## src/rcm_pkg.sv

```systemverilog
package rcm_pkg;

  ////////////////////////////////////////////////////////////////////////
  // Symbol and entry layout.
  localparam int SYM_W      = 10;
  localparam int DEC_W      = 8;
  localparam int ENT_W      = 20;
  localparam int LVL_W      = 6;
  localparam int SEQ_N      = 4;
  localparam int FIFO_DEPTH = 8;
  localparam int E_RAW_LSB  = 0;
  localparam int E_DEC_LSB  = 10;
  localparam int E_K        = 18;
  localparam int E_DISP     = 19;

  ////////////////////////////////////////////////////////////////////////
  // Register byte offsets.
  localparam logic [7:0] OFS_CTRL   = 8'h00;
  localparam logic [7:0] OFS_LIMITS = 8'h04;
  localparam logic [7:0] OFS_PRI_A  = 8'h08;
  localparam logic [7:0] OFS_PRI_B  = 8'h0C;
  localparam logic [7:0] OFS_ALT_A  = 8'h10;
  localparam logic [7:0] OFS_ALT_B  = 8'h14;
  localparam logic [7:0] OFS_MASKS  = 8'h18;
  localparam logic [7:0] OFS_STATUS = 8'h1C;
  localparam logic [7:0] OFS_COUNTS = 8'h20;

  ////////////////////////////////////////////////////////////////////////
  // Field positions.
  localparam int B_CC_EN     = 0;
  localparam int B_BUF_ON    = 1;
  localparam int B_ALT_ON    = 2;
  localparam int B_DEC_MATCH = 3;
  localparam int B_WIDE      = 4;
  localparam int F_DET_LSB   = 8;
  localparam int F_ADJ_LSB   = 12;
  localparam int F_HIGH_LSB  = 16;
  localparam int F_PAT_HI    = 16;
  localparam int F_ALT_MASK  = 8;
  localparam int B_ST_LOW    = 8;
  localparam int B_ST_HIGH   = 9;
  localparam int B_ST_INS    = 10;
  localparam int B_ST_DROP   = 11;

  ////////////////////////////////////////////////////////////////////////
  // Reset values and limits.
  localparam logic [31:0]      CTRL_RST = 32'h0000_0000;
  localparam logic [LVL_W-1:0] LOW_RST  = 6'h08;
  localparam logic [LVL_W-1:0] HIGH_RST = 6'h20;
  localparam logic [LVL_W-1:0] LIM_MIN  = 6'h03;
  localparam logic [LVL_W-1:0] LIM_MAX  = 6'h30;
  localparam logic [3:0]       MASK_RST = 4'hF;
  localparam logic [SYM_W-1:0] PAT_RST  = 10'h000;
  localparam logic [SYM_W-1:0] WIDE_CMP = 10'h3FF;
  localparam logic [SYM_W-1:0] NARR_CMP = 10'h0FF;

  typedef enum logic [1:0] {
    ST_PASS = 2'b01,
    ST_INS  = 2'b10
  } rcm_state_e;

endpackage : rcm_pkg

```

## src/rcm_stream_if.sv

```systemverilog
`timescale 1ns/1ps
interface rcm_stream_if #(parameter int W = 20);
  logic         valid;
  logic         ready;
  logic [W-1:0] data;
  modport src (output valid, output data, input ready);
  modport snk (input valid, input data, output ready);
endinterface : rcm_stream_if

```

## src/rcm_fifo.sv

```systemverilog
`timescale 1ns/1ps
module rcm_fifo #(
  parameter int W     = 20,
  parameter int DEPTH = 8
) (
  // Clock and reset.
  input wire logic clk,
  input wire logic rst,
  // Write and read sides.
  rcm_stream_if.snk wr,
  rcm_stream_if.src rd
);
  localparam int AW = $clog2(DEPTH);

  logic [W-1:0] mem [DEPTH];
  logic [AW:0]  wptr_reg;
  logic [AW:0]  rptr_reg;
  logic         full;
  logic         empty;

  // Extra pointer bit tells full from empty when the low bits agree.
  assign empty    = (wptr_reg == rptr_reg);
  assign full     = (wptr_reg[AW] != rptr_reg[AW]) && (wptr_reg[AW-1:0] == rptr_reg[AW-1:0]);
  assign wr.ready = !full;
  assign rd.valid = !empty;
  assign rd.data  = mem[rptr_reg[AW-1:0]];

  always_ff @(posedge clk) begin
    if (wr.valid && !full) begin
      mem[wptr_reg[AW-1:0]] <= wr.data;
    end
  end

  always_ff @(posedge clk) begin
    if (rst) begin
      wptr_reg <= '0;
    end else if (wr.valid && !full) begin
      wptr_reg <= wptr_reg + 1'b1;
    end
  end

  always_ff @(posedge clk) begin
    if (rst) begin
      rptr_reg <= '0;
    end else if (rd.ready && !empty) begin
      rptr_reg <= rptr_reg + 1'b1;
    end
  end

endmodule : rcm_fifo

```

## src/rcm_matcher.sv

```systemverilog
// Local design decisions: the AHB-Lite interface to the registers and the register addresses.
`timescale 1ns/1ps
module rcm_matcher (
  // Clock and reset.
  input  wire logic        CLK_SYS,
  input  wire logic        RST,
  // AHB-Lite slave.
  input  wire logic        HSEL,
  input  wire logic [31:0] HADDR,
  input  wire logic [1:0]  HTRANS,
  input  wire logic        HWRITE,
  input  wire logic [2:0]  HSIZE,
  input  wire logic [31:0] HWDATA,
  input  wire logic        HREADY,
  output logic      [31:0] HRDATA,
  output logic             HREADYOUT,
  output logic             HRESP,
  // Receive symbol stream.
  input  wire logic        RX_VALID,
  output logic             RX_READY,
  input  wire logic [9:0]  RX_RAW,
  input  wire logic [7:0]  RX_DEC,
  input  wire logic        RX_K,
  input  wire logic        RX_DISP,
  // Elastic buffer occupancy and fill.
  input  wire logic [5:0]  BUF_LEVEL,
  output logic      [5:0]  BUF_RESET_FILL,
  // Corrected stream.
  output logic             OUT_VALID,
  input  wire logic        OUT_READY,
  output logic      [9:0]  OUT_RAW,
  output logic      [7:0]  OUT_DEC,
  output logic             OUT_K,
  output logic             OUT_DISP,
  // Shared setting for channel bonding.
  output logic             BOND_MATCH_DECODED
);

  ////////////////////////////////////////////////////////////////////////
  // Register file.
  logic [31:0]             ctrl_reg;
  logic [rcm_pkg::LVL_W-1:0] low_latency_limit_reg;
  logic [rcm_pkg::LVL_W-1:0] high_latency_limit_reg;
  logic [rcm_pkg::SYM_W-1:0] primary_match_pattern_reg   [rcm_pkg::SEQ_N];
  logic [rcm_pkg::SYM_W-1:0] alternate_match_pattern_reg [rcm_pkg::SEQ_N];
  logic [3:0]              primary_pattern_care_mask_reg;
  logic [3:0]              alternate_pattern_care_mask_reg;
  logic [15:0]             add_count_reg;
  logic [15:0]             skip_count_reg;
  logic                    wr_pend_reg;
  logic [7:0]              wr_addr_reg;
  logic [31:0]             hrdata_reg;
  logic [31:0]             rd_mux;
  logic                    addr_phase;

  logic cc_enable;
  logic buffer_on;
  logic alternate_pattern_on;
  logic match_after_decoder;
  logic internal_width_select;
  logic [1:0] detect_length;
  logic [1:0] adjust_length;

  assign cc_enable             = ctrl_reg[rcm_pkg::B_CC_EN];
  assign buffer_on             = ctrl_reg[rcm_pkg::B_BUF_ON];
  assign alternate_pattern_on  = ctrl_reg[rcm_pkg::B_ALT_ON];
  assign match_after_decoder   = ctrl_reg[rcm_pkg::B_DEC_MATCH];
  assign internal_width_select = ctrl_reg[rcm_pkg::B_WIDE];
  // Codes hold the length minus one, so every code is a legal 1..4 length.
  assign detect_length = ctrl_reg[rcm_pkg::F_DET_LSB +: 2];
  assign adjust_length = ctrl_reg[rcm_pkg::F_ADJ_LSB +: 2];

  assign addr_phase = HSEL && HREADY && HTRANS[1];
  assign HREADYOUT  = 1'b1;
  assign HRESP      = 1'b0;
  assign HRDATA     = hrdata_reg;

  function automatic logic [rcm_pkg::LVL_W-1:0] clamp_lim(input logic [rcm_pkg::LVL_W-1:0] v);
    if (v < rcm_pkg::LIM_MIN) begin
      return rcm_pkg::LIM_MIN;
    end else if (v > rcm_pkg::LIM_MAX) begin
      return rcm_pkg::LIM_MAX;
    end else begin
      return v;
    end
  endfunction : clamp_lim

  always_ff @(posedge CLK_SYS) begin
    if (RST) begin
      wr_pend_reg <= 1'b0;
      wr_addr_reg <= 8'h00;
    end else begin
      wr_pend_reg <= addr_phase && HWRITE;
      wr_addr_reg <= HADDR[7:0];
    end
  end

  always_ff @(posedge CLK_SYS) begin
    if (RST) begin
      ctrl_reg                        <= rcm_pkg::CTRL_RST;
      low_latency_limit_reg           <= rcm_pkg::LOW_RST;
      high_latency_limit_reg          <= rcm_pkg::HIGH_RST;
      primary_pattern_care_mask_reg   <= rcm_pkg::MASK_RST;
      alternate_pattern_care_mask_reg <= rcm_pkg::MASK_RST;
      for (int i = 0; i < rcm_pkg::SEQ_N; i++) begin
        primary_match_pattern_reg[i]   <= rcm_pkg::PAT_RST;
        alternate_match_pattern_reg[i] <= rcm_pkg::PAT_RST;
      end
    end else if (wr_pend_reg) begin
      case (wr_addr_reg)
        rcm_pkg::OFS_CTRL: begin
          ctrl_reg <= HWDATA & 32'h0000_331F;
        end
        rcm_pkg::OFS_LIMITS: begin
          low_latency_limit_reg  <= clamp_lim(HWDATA[5:0]);
          high_latency_limit_reg <= clamp_lim(HWDATA[rcm_pkg::F_HIGH_LSB +: 6]);
        end
        rcm_pkg::OFS_PRI_A: begin
          primary_match_pattern_reg[0] <= HWDATA[9:0];
          primary_match_pattern_reg[1] <= HWDATA[rcm_pkg::F_PAT_HI +: 10];
        end
        rcm_pkg::OFS_PRI_B: begin
          primary_match_pattern_reg[2] <= HWDATA[9:0];
          primary_match_pattern_reg[3] <= HWDATA[rcm_pkg::F_PAT_HI +: 10];
        end
        rcm_pkg::OFS_ALT_A: begin
          alternate_match_pattern_reg[0] <= HWDATA[9:0];
          alternate_match_pattern_reg[1] <= HWDATA[rcm_pkg::F_PAT_HI +: 10];
        end
        rcm_pkg::OFS_ALT_B: begin
          alternate_match_pattern_reg[2] <= HWDATA[9:0];
          alternate_match_pattern_reg[3] <= HWDATA[rcm_pkg::F_PAT_HI +: 10];
        end
        rcm_pkg::OFS_MASKS: begin
          primary_pattern_care_mask_reg   <= HWDATA[3:0];
          alternate_pattern_care_mask_reg <= HWDATA[rcm_pkg::F_ALT_MASK +: 4];
        end
        default: begin
        end
      endcase
    end
  end

  ////////////////////////////////////////////////////////////////////////
  // Symbol window: stage 3 is the oldest symbol and the next one to leave.
  logic [rcm_pkg::ENT_W-1:0] st_reg [rcm_pkg::SEQ_N];
  logic [3:0]                st_v_reg;
  rcm_pkg::rcm_state_e       state_reg;
  logic [1:0]                ins_idx_reg;
  logic [2:0]                drop_cnt_reg;
  logic                      hold_reg;
  logic [3:0]                hit_p;
  logic [3:0]                hit_a;
  logic                      lat_low;
  logic                      lat_high;
  logic                      match_any;
  logic                      fire;
  logic                      shift;
  logic                      dropping;
  logic [1:0]                ins_sel;

  rcm_stream_if #(.W(rcm_pkg::ENT_W)) push_if ();
  rcm_stream_if #(.W(rcm_pkg::ENT_W)) pop_if ();

  assign lat_low  = BUF_LEVEL < low_latency_limit_reg;
  assign lat_high = BUF_LEVEL > high_latency_limit_reg;
  assign BUF_RESET_FILL     = low_latency_limit_reg;
  assign BOND_MATCH_DECODED = match_after_decoder;

  for (genvar i = 0; i < rcm_pkg::SEQ_N; i++) begin : g_cmp
    logic [rcm_pkg::ENT_W-1:0] e;
    logic [rcm_pkg::SYM_W-1:0] val;
    logic [rcm_pkg::SYM_W-1:0] cmp;
    logic                      used;
    // Subsequence i meets the symbol i places after the oldest one.
    assign e    = st_reg[rcm_pkg::SEQ_N-1-i];
    assign val  = match_after_decoder ?
                  {e[rcm_pkg::E_K], e[rcm_pkg::E_DISP], e[rcm_pkg::E_DEC_LSB +: 8]} :
                  e[rcm_pkg::E_RAW_LSB +: 10];
    assign cmp  = internal_width_select ? rcm_pkg::WIDE_CMP : rcm_pkg::NARR_CMP;
    assign used = (2'(i) <= detect_length);
    assign hit_p[i] = !used || !primary_pattern_care_mask_reg[i] ||
                      (((val ^ primary_match_pattern_reg[i]) & cmp) == 10'h000);
    assign hit_a[i] = !used || !alternate_pattern_care_mask_reg[i] ||
                      (((val ^ alternate_match_pattern_reg[i]) & cmp) == 10'h000);
  end

  assign match_any = &st_v_reg && (&hit_p || (alternate_pattern_on && &hit_a));
  // The hold flag stops a just-repeated sequence from matching itself again.
  assign fire      = cc_enable && buffer_on && (state_reg == rcm_pkg::ST_PASS) &&
                     (lat_low || lat_high) && match_any &&
                     (drop_cnt_reg == 3'h0) && !hold_reg;
  assign dropping  = (drop_cnt_reg != 3'h0);
  assign shift     = RX_VALID && (state_reg == rcm_pkg::ST_PASS) && !fire &&
                     (!st_v_reg[3] || dropping || push_if.ready);
  assign RX_READY  = shift;
  assign ins_sel   = 2'd3 - ins_idx_reg;

  always_comb begin
    push_if.valid = 1'b0;
    push_if.data  = st_reg[3];
    if (state_reg == rcm_pkg::ST_INS) begin
      push_if.valid = 1'b1;
      push_if.data  = st_reg[ins_sel];
    end else if (shift && st_v_reg[3] && !dropping) begin
      push_if.valid = 1'b1;
    end
  end

  always_ff @(posedge CLK_SYS) begin
    if (RST) begin
      st_v_reg <= 4'h0;
      for (int i = 0; i < rcm_pkg::SEQ_N; i++) begin
        st_reg[i] <= '0;
      end
    end else if (shift) begin
      st_reg[0] <= {RX_DISP, RX_K, RX_DEC, RX_RAW};
      st_v_reg  <= {st_v_reg[2:0], 1'b1};
      for (int i = 1; i < rcm_pkg::SEQ_N; i++) begin
        st_reg[i] <= st_reg[i-1];
      end
    end
  end

  // Repeats copy the first adjust-length bytes of the match ahead of the originals.
  always_ff @(posedge CLK_SYS) begin
    if (RST) begin
      state_reg   <= rcm_pkg::ST_PASS;
      ins_idx_reg <= 2'h0;
    end else begin
      case (state_reg)
        rcm_pkg::ST_PASS: begin
          ins_idx_reg <= 2'h0;
          if (fire && lat_low) begin
            state_reg <= rcm_pkg::ST_INS;
          end
        end
        rcm_pkg::ST_INS: begin
          if (push_if.ready) begin
            ins_idx_reg <= ins_idx_reg + 2'h1;
            if (ins_idx_reg == adjust_length) begin
              state_reg <= rcm_pkg::ST_PASS;
            end
          end
        end
        default: begin
          state_reg   <= rcm_pkg::ST_PASS;
          ins_idx_reg <= 2'h0;
        end
      endcase
    end
  end

  // Deletion discards the next adjust-length bytes, starting with the match's first.
  always_ff @(posedge CLK_SYS) begin
    if (RST) begin
      drop_cnt_reg <= 3'h0;
    end else if (fire && !lat_low && lat_high) begin
      drop_cnt_reg <= {1'b0, adjust_length} + 3'h1;
    end else if (shift && dropping) begin
      drop_cnt_reg <= drop_cnt_reg - 3'h1;
    end
  end

  always_ff @(posedge CLK_SYS) begin
    if (RST) begin
      hold_reg <= 1'b0;
    end else if (state_reg == rcm_pkg::ST_INS) begin
      hold_reg <= 1'b1;
    end else if (shift) begin
      hold_reg <= 1'b0;
    end
  end

  always_ff @(posedge CLK_SYS) begin
    if (RST) begin
      add_count_reg  <= 16'h0000;
      skip_count_reg <= 16'h0000;
    end else if (fire && lat_low) begin
      add_count_reg  <= add_count_reg + 16'h0001;
    end else if (fire) begin
      skip_count_reg <= skip_count_reg + 16'h0001;
    end
  end

  ////////////////////////////////////////////////////////////////////////
  // Read side. Data is sampled in the address phase, so a read right after
  // a write to the same register returns the old value.
  always_comb begin
    rd_mux = 32'h0000_0000;
    case (HADDR[7:0])
      rcm_pkg::OFS_CTRL:   rd_mux = ctrl_reg;
      rcm_pkg::OFS_LIMITS: rd_mux = {10'h000, high_latency_limit_reg, 10'h000,
                                     low_latency_limit_reg};
      rcm_pkg::OFS_PRI_A:  rd_mux = {6'h00, primary_match_pattern_reg[1], 6'h00,
                                     primary_match_pattern_reg[0]};
      rcm_pkg::OFS_PRI_B:  rd_mux = {6'h00, primary_match_pattern_reg[3], 6'h00,
                                     primary_match_pattern_reg[2]};
      rcm_pkg::OFS_ALT_A:  rd_mux = {6'h00, alternate_match_pattern_reg[1], 6'h00,
                                     alternate_match_pattern_reg[0]};
      rcm_pkg::OFS_ALT_B:  rd_mux = {6'h00, alternate_match_pattern_reg[3], 6'h00,
                                     alternate_match_pattern_reg[2]};
      rcm_pkg::OFS_MASKS:  rd_mux = {20'h00000, alternate_pattern_care_mask_reg, 4'h0,
                                     primary_pattern_care_mask_reg};
      rcm_pkg::OFS_STATUS: rd_mux = {20'h00000, dropping, state_reg == rcm_pkg::ST_INS,
                                     lat_high, lat_low, 2'h0, BUF_LEVEL};
      rcm_pkg::OFS_COUNTS: rd_mux = {skip_count_reg, add_count_reg};
      default:             rd_mux = 32'h0000_0000;
    endcase
  end

  always_ff @(posedge CLK_SYS) begin
    if (RST) begin
      hrdata_reg <= 32'h0000_0000;
    end else if (addr_phase && !HWRITE) begin
      hrdata_reg <= rd_mux;
    end
  end

  ////////////////////////////////////////////////////////////////////////
  // Output buffer; a stalled consumer backs up into RX_READY.
  rcm_fifo #(
    .W     (rcm_pkg::ENT_W),
    .DEPTH (rcm_pkg::FIFO_DEPTH)
  ) u_fifo (
    .clk (CLK_SYS),
    .rst (RST),
    .wr  (push_if.snk),
    .rd  (pop_if.src)
  );

  assign pop_if.ready = OUT_READY;
  assign OUT_VALID    = pop_if.valid;
  assign OUT_RAW      = pop_if.data[rcm_pkg::E_RAW_LSB +: 10];
  assign OUT_DEC      = pop_if.data[rcm_pkg::E_DEC_LSB +: 8];
  assign OUT_K        = pop_if.data[rcm_pkg::E_K];
  assign OUT_DISP     = pop_if.data[rcm_pkg::E_DISP];

endmodule : rcm_matcher

```

## config.mk

```make
export PLATFORM = sky130hd
export DESIGN_NAME = rcm_matcher
export DESIGN_NICKNAME = d
export VERILOG_FILES = /design/src/rcm_pkg.sv /design/src/rcm_stream_if.sv /design/src/rcm_fifo.sv /design/src/rcm_matcher.sv
export SDC_FILE = /design/constraint.sdc
export NUM_CORES = 1
export LEC_CHECK = 0
export ABC_AREA = 0
export BUFFER_PORTS_ARGS = -buffer_cell sky130_fd_sc_hd__clkbuf_2
export CAP_MARGIN = 20
export CORE_UTILIZATION = 50
export CTS_CLUSTER_DIAMETER = 30
export DETAILED_ROUTE_END_ITERATION = 10
export GPL_ROUTABILITY_DRIVEN = 1
export PLACE_DENSITY = 0.7
export SYNTH_ARGS = -nofsm -noshare
export SYNTH_HDL_FRONTEND = slang
export SYNTH_SLANG_ARGS = --single-unit
```

## constraint.sdc

```tcl
create_clock -name CLK_SYS -period 5.43 [get_ports CLK_SYS]
set_clock_uncertainty 0.05 [all_clocks]
set_input_delay 1.086 -clock CLK_SYS [delete_from_list [all_inputs] [get_ports CLK_SYS]]
set_output_delay 1.086 -clock CLK_SYS [all_outputs]
set_load 0.02 [all_outputs]
```

# After elaboration in Yosys (flattened, before gate mapping)
# Memory sizes are Yosys's and may differ from the RTL's. A register that Yosys moved wholly into a read port is not among the register bits.
# Index checks and enable logic that the tools add are counted.
[word_totals] reg_bits=122 ram_bits=320 input_bits=102 wordCells=237 n_memories=4
[op_classes] add_sub_neg=8 order_cmp=10 n_eq_ne=23 n_mux=58 bitwise_logic=30 n_reduce_logical=87
[mem_list] name="u_fifo.mem" depth=8 width=20 read_ports=1 rd_clocked_by_memory_dff=1 wr=1 line="rcm_fifo.sv:15" rtl="logic [W-1:0] mem [DEPTH];"
[mem_list] name="st_reg" depth=4 width=20 read_ports=5 rd_clocked_by_memory_dff=0 wr=4 line="rcm_matcher.sv:146" rtl="logic [rcm_pkg::ENT_W-1:0] st_reg [rcm_pkg::SEQ_N];"
[mem_list] name="alternate_match_pattern_reg" depth=4 width=10 read_ports=4 rd_clocked_by_memory_dff=0 wr=4 line="rcm_matcher.sv:45" rtl="logic [rcm_pkg::SYM_W-1:0] alternate_match_pattern_reg [rcm_pkg::SEQ_N];"
[mem_list] name="primary_match_pattern_reg" depth=4 width=10 read_ports=4 rd_clocked_by_memory_dff=0 wr=4 line="rcm_matcher.sv:44" rtl="logic [rcm_pkg::SYM_W-1:0] primary_match_pattern_reg [rcm_pkg::SEQ_N];"
[op_table] operator="one-hot mux 32 bit (9 select lines)" n=1
[op_table] operator="two-way mux 10 bit" n=13
[op_table] operator="two-way mux 20 bit" n=5
[op_table] operator="bitwise AND 10 bit" n=8
[op_table] operator="zero test 10 bit" n=8
[op_table] operator="bitwise XOR 10 bit" n=8
[op_table] operator="equality test 8 x 5 -> 1 bit (second input constant)" n=7
[op_table] operator="adder 16 x 1 -> 16 bit (second input constant)" n=2
[op_table] operator="equality test 8 x 4 -> 1 bit (second input constant)" n=4
[op_table] operator="two-way mux 1 bit" n=27
[op_table] operator="logical AND 1 bit" n=24
[op_table] operator="two-way mux 6 bit" n=4
[op_table] operator="zero test 1 bit" n=20
[op_table] operator="logical OR 1 bit" n=20
[op_table] operator="equality test 8 x 3 -> 1 bit (second input constant)" n=2
[op_table] operator="zero test 8 bit" n=2
[op_table] operator="greater-than comparator 6 bit (second input constant)" n=2
[op_table] operator="less-than comparator 6 x 2 -> 1 bit (second input constant)" n=2
[op_table] operator="two-way mux 3 bit" n=4
[op_table] operator="bitwise OR 1 bit" n=12
[op_table] operator="AND reduction 4 bit" n=3
[op_table] operator="adder 4 x 1 -> 4 bit (second input constant)" n=2
[op_table] operator="equality test 8 x 6 -> 1 bit (second input constant)" n=1
[op_table] operator="AND reduction 2 bit" n=4
[op_table] operator="24 further kinds" n=31

# Logic depth before layout (Yosys ltp)
# Gate-level depths: netlist (run 1).
# An unclocked memory read counts as a cell.
[logic_depth] word_depth=23 ltp_mapped=12 depth_no_buf=11

# Cells and area by module
# From an unflattened synthesis (run 1), not the netlist that was laid out.
[hier_totals] hier_cells=1651 area_unflattened_um2=20666.1
[by_module_without_submodules] module="rcm_matcher" n_inst=1 cells_per_inst=1335 area_each_um2=13912.1
[by_module_without_submodules] module="rcm_fifo" n_inst=1 cells_per_inst=316 area_each_um2=6754.0

# Worst setup path before layout (run 1)
# Ideal clock, no wire load.
[synth_path] kind="input port to flip-flop" start="input port BUF_LEVEL[1]" end="memory u_fifo.mem[0][0], enable pin" setup_time_ps=448 arrival_ps=5060 slack_ps=-128 stages=11 path_buffers=1 path_cell_list="ha_1 nor2b_1 o21a_1 o21a_1 o21a_1 o21a_1 o22ai_1 a211oi_2 or2_2 clkbuf_1 nor4_1"
[synth_via] elab_chain_cells=16 word_cells_on_any_way=17 cone_classes="order compare (2); mux (4); reduce/logical (11)"
[synth_rtl] item="start: declaration" line="rcm_matcher.sv:26" rtl="input wire logic [5:0] BUF_LEVEL,"
[synth_rtl] item="less-than comparator 6 bit / greater-than comparator 6 bit (equally long branches)" line="rcm_matcher.sv:165, rcm_matcher.sv:166"
[synth_rtl] item="logical OR 1 bit (*)" line="rcm_matcher.sv:191" rtl="(lat_low || lat_high) && match_any &&"
[synth_rtl] item="logical AND 1 bit (*)" line="rcm_matcher.sv:190" rtl="assign fire = cc_enable && buffer_on && (state_reg == rcm_pkg::ST_PASS) &&"
[synth_rtl] item="logical AND 1 bit (*) (2 in series)" line="rcm_matcher.sv:191"
[synth_rtl] item="logical AND 1 bit (*)" line="rcm_matcher.sv:192" rtl="(drop_cnt_reg == 3'h0) && !hold_reg;"
[synth_rtl] item="zero test 1 bit (*)" line="rcm_matcher.sv:194" rtl="assign shift = RX_VALID && (state_reg == rcm_pkg::ST_PASS) && !fire &&"
[synth_rtl] item="logical AND 1 bit (*) (2 in series)" line="rcm_matcher.sv:194"
[synth_rtl] item="logical AND 1 bit (*) (2 in series)" line="rcm_matcher.sv:205" rtl="end else if (shift && st_v_reg[3] && !dropping) begin"
[synth_rtl] item="two-way mux 1 bit (*)" line="rcm_matcher.sv:205"
[synth_rtl] item="two-way mux 1 bit (*)" line="rcm_matcher.sv:202" rtl="if (state_reg == rcm_pkg::ST_INS) begin"
[synth_rtl] item="logical AND 1 bit (*)" line="rcm_fifo.sv:29" rtl="if (wr.valid && !full) begin"
[synth_rtl] item="two-way mux 1 bit (*)" line="rcm_fifo.sv:29"
[synth_rtl] item="two-way mux 1 bit (implied by the code) (*)" line="rcm_fifo.sv:30" rtl="mem[wptr_reg[AW-1:0]] <= wr.data;"
[synth_rtl] item="end: declaration" line="rcm_fifo.sv:15"
# Every way passes the cells marked *; elsewhere a longest branch is shown, timed or not.

# Worst setup path after layout (run 1)
[layout_path] start="register ctrl_reg[3]" end="output port RX_READY"
[layout_via] elab_chain_cells=15 word_cells_on_any_way=47 cone_classes="mux (4); bitwise (16); reduce/logical (27)"
[layout_rtl] item="start: declaration" line="rcm_matcher.sv:41" rtl="logic [31:0] ctrl_reg;"
[layout_rtl] item="start signal: assignment" line="rcm_matcher.sv:100" rtl="ctrl_reg <= rcm_pkg::CTRL_RST;"
[layout_rtl] item="start signal: assignment" line="rcm_matcher.sv:112" rtl="ctrl_reg <= HWDATA & 32'h0000_331F;"
[layout_rtl] item="two-way mux 10 bit" line="rcm_matcher.sv:177" rtl="assign val = match_after_decoder ?"
[layout_rtl] item="bitwise XOR 10 bit" line="rcm_matcher.sv:185" rtl="(((val ^ alternate_match_pattern_reg[i]) & cmp) == 10'h000);"
[layout_rtl] item="bitwise AND 10 bit" line="rcm_matcher.sv:185"
[layout_rtl] item="zero test 10 bit" line="rcm_matcher.sv:185"
[layout_rtl] item="logical OR 1 bit" line="rcm_matcher.sv:184" rtl="assign hit_a[i] = !used || !alternate_pattern_care_mask_reg[i] ||"
[layout_rtl] item="AND reduction 4 bit" line="rcm_matcher.sv:188" rtl="assign match_any = &st_v_reg && (&hit_p || (alternate_pattern_on && &hit_a));"
[layout_rtl] item="logical AND 1 bit" line="rcm_matcher.sv:188"
[layout_rtl] item="logical OR 1 bit (*)" line="rcm_matcher.sv:188"
[layout_rtl] item="logical AND 1 bit (*)" line="rcm_matcher.sv:188"
[layout_rtl] item="logical AND 1 bit (*) (2 in series)" line="rcm_matcher.sv:191"
[layout_rtl] item="logical AND 1 bit (*)" line="rcm_matcher.sv:192"
[layout_rtl] item="zero test 1 bit (*)" line="rcm_matcher.sv:194"
[layout_rtl] item="logical AND 1 bit (*) (2 in series)" line="rcm_matcher.sv:194"
[layout_rtl] item="end: declaration" line="rcm_matcher.sv:20" rtl="output logic RX_READY,"
# Marks and branches as above.

==> impl_results.md, run 1 <==
* Top-area cell type share of the netlist area at 46.48%
* Tot GR Track Use at 26.54%
* Wire per inst at 22.91 um
* Via density at 5.903
* Min-Delay Path Depth at 2
* Async S/R FF share, synth at 0%
* Fin. Hold Viols at 0
* Pre-Repair DR Iteration Count at 5
* Final setup TNS at 0 ps
* Worst Tran Pin Value at 1125 ps
* Syn_nets at 1,761
* Final number of setup-violating endpoints at 0
* Dpl hpwl at 37,400 um
* Clk pwr share at 57.2%
* Fill cells at 3,127
* Max rail drop VDD at 218.6 uV
* MaxCap Viol Count at 0
* Post-Synthesis Cell Area at 0.02068 mm2
* Synth area leaders: edfxtp_1 46%, dfxtp_1 12%, mux4_2 4.4%
* Area leader, netlist: edfxtp_1
* Hold WC Path Type: flip-flop to flip-flop
* Area growth from synthesis to layout at 22.02%
* Max Root-Sink Buffers at 3
* WP buf/inv at 1
* Sequential Area at 0.01212 mm2
* First-pass GRT wire length at 83,020 um
* Sw Pwr at 2.211 mW
* Non-Filler Instances at 2,411
* Critical setup path kind: flip-flop to output pin
* Post-route minimum period at 4981 ps
* I/O pin cnt at 165
* DR iter-0 viols at 1,364
* Total CTS buffers at 92
* Clock root cell: clkbuf_16
* CP startpoint kind: flip-flop
* Initial antenna violation count at 0
* Die area at 0.04217 mm2
* CP max stage delay at 680 ps
* CP endpoint kind: output pin
* Max reg flops at 160
* CTS tree: yes
* Gr ovfl total at 0
* Dpl cells at 2,229
* Seq cells post-synth at 445
* Std cell rows at 74
* Slowest-stage cell, CP: mux2i_1
* Share of layout cells above drive strength 1 at 25.28%
* Multi-input logic area at 0.008029 mm2
* LEAKAGE at 9.056 nW
* Final WS setup at 449.2 ps
* YS warnings at 0
* Post-Syn Area per Cell at 12.60 um2
* Clock slew at reported path FFs at 50 ps
* Starting Density at 50.64%
* DR DRC count at 0
* CP Depth at 9
* Top_reg_cell synth: edfxtp_1
* WL final at 55,250 um
* Status: complete, no violations
* Layout Nets at 1,923
* Max-slew headroom at 24.22%
* Largest net degree at the start of global routing at 114
* Fmax at 200.8 MHz
* Commonest cells in the netlist: 320 x edfxtp_1, 135 x and2_1, 125 x dfxtp_1
* Post-Syn Instances at 1,641
* H-tree levels at 3
* Worst EP arrival at 3840 ps
* Cell-internal power at 7.823 mW
* Final Wtd Congestion at 0.9280
* Core Region at 0.04083 mm2
* Cells on worst reg2reg path at 12
* CP delay by family, top: compound AO/OA/AOI/OAI gates
* Comb power frac at 4.8%
* RSZ-0062 raised after global routing: false
* Die width at 205.4 um
* Placed cell area at 0.02191 mm2
* Seq/Total Area, Yosys at 58.58%
* Number of global-route vias before repair at 13,810
* Pwr/cell area at 397.7 mW/mm2
* Port Buffers at 126
* Switching Fraction at 22.04%
* Post-route antenna net violation count at 0
* Period utilization at 91.73%
* DP Worst Slack at 820.0 ps
* DR vias at 14,230
* # clock sinks at 445
* Die Ht at 205.4 um
* Crit path max fanout at 23
* Most numerous cell in the Yosys netlist: edfxtp_1
* Max Slew Vio Count at 0
* Post-synth EDFFs at 320
* Fin area at 0.02523 mm2
* Worst Path Required at 4290 ps
* Part of the power in registers at 38.0%
* Post-CTS setup buffer count at 0
* Netlist cell types at 65
* Worst skew pair latency at 610 ps
* Antenna cells at 0
* Cell Chain, Critical Path: mux2i_1 > xnor2_1 > nor4_1 > nand3_1 > a31oi_1 > a22oi_2 > a211oi_2 > nor2_1 > clkbuf_2
-- final cells by class --
class	instances	share of cell area (%)
well taps	532	2.638
flip-flops and latches	445	48.03
inverters	33	0.4910
clock inverters	63	3.090
repair buffers	180	4.250
multi-input cells	1051	31.82
clock buffers	107	9.676
-- path summary, 6_finish.rpt --
kind	end	from	slack, ps
min reg2reg	HRDATA[13]$_SDFFE_PP0P_	HRDATA[13]$_SDFFE_PP0P_	400
min	HRDATA[13]$_SDFFE_PP0P_	HRDATA[13]$_SDFFE_PP0P_	400
max	RX_READY	ctrl_reg[3]$_SDFFE_PP0P_	450
max reg2reg	st_reg[1][8]$_SDFFCE_PN0P_	ctrl_reg[3]$_SDFFE_PP0P_	1270
-- cells in the final DEF (no fill, tap or decap), types with 40 or more instances in the layout --
| master | count |
|---|---|
| edfxtp_1 | 320 |
| nand2_1 | 44 |
| mux4_2 | 40 |
| mux2_2 | 50 |
| clkbuf_16 | 94 |
| nor2_1 | 121 |
| dfxtp_1 | 122 |
| and2_1 | 135 |
| o21ai_0 | 46 |
| a22oi_1 | 46 |
| buf_4 | 40 |
| mux2i_1 | 63 |
| clkbuf_2 | 125 |
| nor2b_1 | 55 |
| xnor2_1 | 88 |
| nor4_1 | 52 |
-- cell families after synthesis --
family,after synthesis,share of synthesized area [%]
muxes,176,11.49
xor gates and xnor gates,94,3.982
adders and majority gates,18,1.089
buffers and inverters,145,2.887
other,2,0.03632
AOI/OAI and AO/OA,238,8.018
and+or+nand+nor,523,13.92
DFF,445,58.58
-- worst reg2reg max path, stage by stage (launching register included) --
cell	delay, ps
dfxtp_4	620
buf_4	310
mux2i_1	450
xnor2_1	170
o21ai_0	150
a31oi_1	270
a21oi_1	80
a22oi_2	510
a211oi_2	160
nor2_1	280
buf_4	220
or2_4	330
buf_4	280
-- layer usage --
layer / up-vias / routed length (um) / global-route usage, %
met5: - / 0 / 0
met2: 673 / 24920 / 39.45
met1: 6984 / 23780 / 37.67
met3: 99 / 4476 / 5.226
met4: 0 / 2071 / 11.80
li1: 6477 / - / -
-- per-stage QoR --
stage               hold WS, ps  total power [mW]  utilization (%)
floorplan                 394.2             4.152                -
global placement          395.1             4.318            53.63
detailed placement        400.2             4.337            53.66
CTS                       406.3             10.08            61.55
global route              439.9             10.32            61.79
finish                    401.0             10.03            61.79
-- repair_timing --
item	CTS	global route
gates resized for setup	0	1
hold buffers	0	0
endpoints found under the setup margin	0	1
-- power groups by stage --
stage / combinational (mW) / sequential (mW) / clock [mW]
after floorplan: 0.299 / 3.85 / 0
after global placement: 0.444 / 3.87 / 0
after detailed placement: 0.460 / 3.88 / 0
after CTS: 0.468 / 3.82 / 5.80
after global routing: 0.518 / 3.82 / 5.98
final: 0.478 / 3.82 / 5.74
(Power assumes the default switching activity.)
==> run 2: changes to the inputs <==
--- a/config.mk
+++ b/config.mk
@@ -15,4 +15,5 @@
 export PLACE_DENSITY = 0.7
 export SYNTH_ARGS = -nofsm -noshare
 export SYNTH_HDL_FRONTEND = slang
+export SYNTH_HIERARCHICAL = 1
 export SYNTH_SLANG_ARGS = --single-unit
==> run 2 against run 1 <==
Against the previous run: final cell count up 0.33%; clock power up 3%; non-clock buffer count down 5; synthesized cell count up 0.61%; critical endpoint unchanged; global-route usage down 0.93 points; power up 1.5%; clock-buffer cell count up 2; register-to-register slack worse by 480 ps; synthesized area about the same; routed wire length down 3.3%; first-iteration DRC count up 14%.
==> impl_results.md, run 2 <==
* Clock root cell: clkbuf_16
* Sw Pwr at 2.160 mW (-2.3%)
* Antenna cells at 0 (unchanged)
* Area growth from synthesis to layout at 22.81%
* CP max stage delay at 630 ps (-50 ps)
* Dpl hpwl at 35,770 um (-4.4%)
* LEAKAGE at 8.863 nW (-2.1%)
* CTS tree: yes
* Top-area cell type share of the netlist area at 46.50% (about the same)
* Pwr/cell area at 401.3 mW/mm2 (+0.91%)
* Comb power frac at 4.3% (-0.5 points)
* Cells on worst reg2reg path at 14 (+2)
* Worst skew pair latency at 590 ps (-20 ps)
* Status: complete, no violations
* Max rail drop VDD at 330.1 uV (+51%)
* Switching Fraction at 21.21% (-0.83 points)
* Part of the power in registers at 37.4% (-0.6 points)
* Share of layout cells above drive strength 1 at 24.80% (-0.48 points)
* Starting Density at 50.61% (about the same)
* Max Slew Vio Count at 0 (unchanged)
* Most numerous cell in the Yosys netlist: edfxtp_1
* Std cell rows at 74 (unchanged)
* Max-slew headroom at 25.89% (+1.7 points)
* Crit path to: RX_READY
* Post-route minimum period at 5177 ps (+196.3 ps)
* First-pass GRT wire length at 81,170 um (-2.2%)
* Seq/Total Area, Yosys at 58.61% (about the same)
* Number of global-route vias before repair at 14,090 (+2.0%)
* Total CTS buffers at 92 (unchanged)
* Largest net degree at the start of global routing at 85 (-25%)
* Die area at 0.04215 mm2 (about the same)
* Fin. Hold Viols at 0 (unchanged)
* Seq cells post-synth at 445 (unchanged)
* Worst R2R Setup Slack at 790 ps (-480 ps)
* Post-Syn Area per Cell at 12.52 um2 (-0.65%)
* Slowest-stage cell, CP: mux2i_1
* WL final at 53,410 um (-3.3%)
* Initial antenna violation count at 1 (+1)
* I/O pin cnt at 165 (unchanged)
* Final number of setup-violating endpoints at 0 (unchanged)
* R2R Path Start: ctrl_reg[3]$_SDFFE_PP0P_
* Syn_nets at 1,771 (+0.57%)
* Worst Path Required at 4290 ps (about the same)
* Area leader, netlist: edfxtp_1
* Min-Delay Path Depth at 2 (unchanged)
* Async S/R FF share, synth at 0% (unchanged)
* Post-route antenna net violation count at 0 (unchanged)
* MaxCap Viol Count at 0 (unchanged)
* Synth area leaders: edfxtp_1 46%, dfxtp_1 12%, mux4_2 4.4%
* Post-Synthesis Cell Area at 0.02067 mm2 (about the same)
* YS warnings at 6 (+6)
* Cell Chain, Critical Path: buf_12 > mux2i_1 > xnor2_1 > o21ai_0 > a31oi_1 > a21oi_1 > a22oi_2 > nor4_2 > a21oi_1 > buf_4 > clkbuf_2
* Port Buffers at 126 (unchanged)
* Wire per inst at 22.08 um (-3.7%)
* CP endpoint kind: output pin
* DR iter-0 viols at 1,561 (+14%)
* Fmax at 193.2 MHz (-3.8%)
* Hold WC Path Type: flip-flop to flip-flop
* Max reg flops at 160 (unchanged)
* Cell-internal power at 8.025 mW (+2.6%)
* Core Region at 0.04083 mm2 (unchanged)
* Layout Nets at 1,931 (+0.42%)
* Post-CTS setup buffer count at 0 (unchanged)
* Crit path from: ctrl_reg[3]$_SDFFE_PP0P_
* H-tree levels at 3 (unchanged)
* Worst Tran Pin Value at 1100 ps (-24.78 ps)
* DR vias at 14,370 (+0.99%)
* Most common cell after layout, fill and taps aside: edfxtp_1
* # clock sinks at 445 (unchanged)
* Max Root-Sink Buffers at 3 (unchanged)
* Top_reg_cell synth: edfxtp_1
* DR DRC count at 0 (unchanged)
* Gr ovfl total at 0 (unchanged)
* Netlist cell types at 64 (-1.5%)
* Post-synth EDFFs at 320 (unchanged)
* Die Ht at 205.3 um (about the same)
* Most frequent cells in the layout: 320 x edfxtp_1, 134 x and2_1, 125 x clkbuf_2
* Worst EP arrival at 4040 ps (+200 ps)
* Period utilization at 95.34% (+3.6 points)
* Fin area at 0.02538 mm2 (+0.59%)
* Critical setup path kind: flip-flop to output pin
* Die width at 205.3 um (about the same)
* Clock slew at reported path FFs at 40 ps (about the same)
* Via density at 5.942 (+0.66%)
* Critical path's most frequent cell: a21oi_1
* Commonest cells in the netlist: 320 x edfxtp_1, 134 x and2_1, 125 x dfxtp_1
* Hold slack at 401.5 ps (+0.5500 ps)
* Post-Syn Instances at 1,651 (+0.61%)
* Final Wtd Congestion at 0.9378 (+1.1%)
* Tot GR Track Use at 25.60% (-0.93 points)
* Pre-Repair DR Iteration Count at 5 (unchanged)
* Placed cell area at 0.02199 mm2 (+0.35%)
* Clk pwr share at 58.3% (+1.1 points)
* CP startpoint kind: flip-flop
* Crit path max fanout at 17 (-26%)
* RR Endpoint: u_fifo/mem[2][4]$_DFFE_PP_
* RSZ-0062 raised after global routing: false
run 2: cell count changes in the layout (fill, tap and decap cells not counted), sizes merged, moves of 8 or more:
cell / previous run / this run
inv: 43 / 51
a21oi: 30 / 58
mux2: 67 / 54
a31oi: 31 / 39
o31ai: 1 / 10
a222oi: 4 / 13
nor2: 121 / 86
mux2i: 69 / 59
a221oi: 21 / 9
a211oi: 16 / 6
or4: 1 / 14
a22oi: 47 / 56
run 2: worst min path at each step:
| stage | startpoint | to |
|---|---|---|
| 3_3_place_gp | HRDATA[30]$_SDFFE_PP0P_ | HRDATA[30]$_SDFFE_PP0P_ |
| 6_report | HRDATA[29]$_SDFFE_PP0P_ | HRDATA[29]$_SDFFE_PP0P_ |
| 3_5_place_dp | HRDATA[14]$_SDFFE_PP0P_ | HRDATA[14]$_SDFFE_PP0P_ |
| 5_1_grt | HRDATA[14]$_SDFFE_PP0P_ | HRDATA[14]$_SDFFE_PP0P_ |
| 2_1_floorplan | high_latency_limit_reg[2]$_SDFFE_PP0P_ | high_latency_limit_reg[2]$_SDFFE_PP0P_ |
| 4_1_cts | HRDATA[14]$_SDFFE_PP0P_ | HRDATA[14]$_SDFFE_PP0P_ |
run 2: worst max-delay path, delay by kind of cell (launching register included):
kind | cells | cell delay [ps]
buf+inv | 3 | 640
flops | 1 | 560
mux | 1 | 630
xor+xnor | 1 | 190
simple gates | 1 | 150
compound gates | 5 | 1290
run 2: timing repair:
action | 4_1_cts | 5_1_grt
setup endpoints to repair | 1 | 1
gates resized for setup | 1 | 1
hold buffers | 0 | 0
run 2: layer usage:
metal	global-route usage, %	vias to the layer above	share of wire (%)
met2	40.87	616	48
met1	33.93	7029	41
li1	-	6588	-
met3	5.274	139	7.4
met5	0	-	0.024
met4	10.85	2	3.9
run 2: stage by stage:
step / TNS, ps / power, mW / worst slack, ps / util (%) / instances
6_report: 0 / 10.19 / 252.9 / 62.16 / 2419
5_1_grt: 0 / 10.46 / 193.1 / 62.16 / 2419
4_1_cts: 0 / 10.23 / 176.6 / 62.00 / 2411
3_5_place_dp: 0 / 4.303 / 465.5 / 53.85 / 2241
3_3_place_gp: 0 / 4.284 / 484.7 / 53.78 / 2240
2_1_floorplan: -43600 / 4.123 / -719.9 / - / 1651
run 2: area by class of cell:
type | count | area [um2]
Tap cell | 532 | 665.6
Multi-Input combinational cell | 1057 | 8051
Inverter | 40 | 150.1
Fill cell | 3076 | 15450
Clock buffer | 109 | 2514
Clock inverter | 61 | 808.3
Timing Repair Buffer | 175 | 1072
Sequential cell | 445 | 12120
run 2: cells by family after synthesis:
logic type	Yosys count	synth area share [%]
other cells	2	0.03634
flops	445	58.61
compound gates	280	9.209
fa+ha+maj	18	1.090
buf+inv	149	2.973
mux	153	10.27
xor+xnor	98	4.190
simple gates	506	13.63
run 2: power by group through the flow:
| stage | combinational, mW | sequential (mW) | clock, mW |
|---|---|---|---|
| 2_1_floorplan | 0.278 | 3.84 | 0 |
| 3_3_place_gp | 0.418 | 3.87 | 0 |
| 3_5_place_dp | 0.433 | 3.87 | 0 |
| 4_1_cts | 0.437 | 3.81 | 5.98 |
| 5_1_grt | 0.482 | 3.82 | 6.17 |
| 6_report | 0.442 | 3.81 | 5.93 |
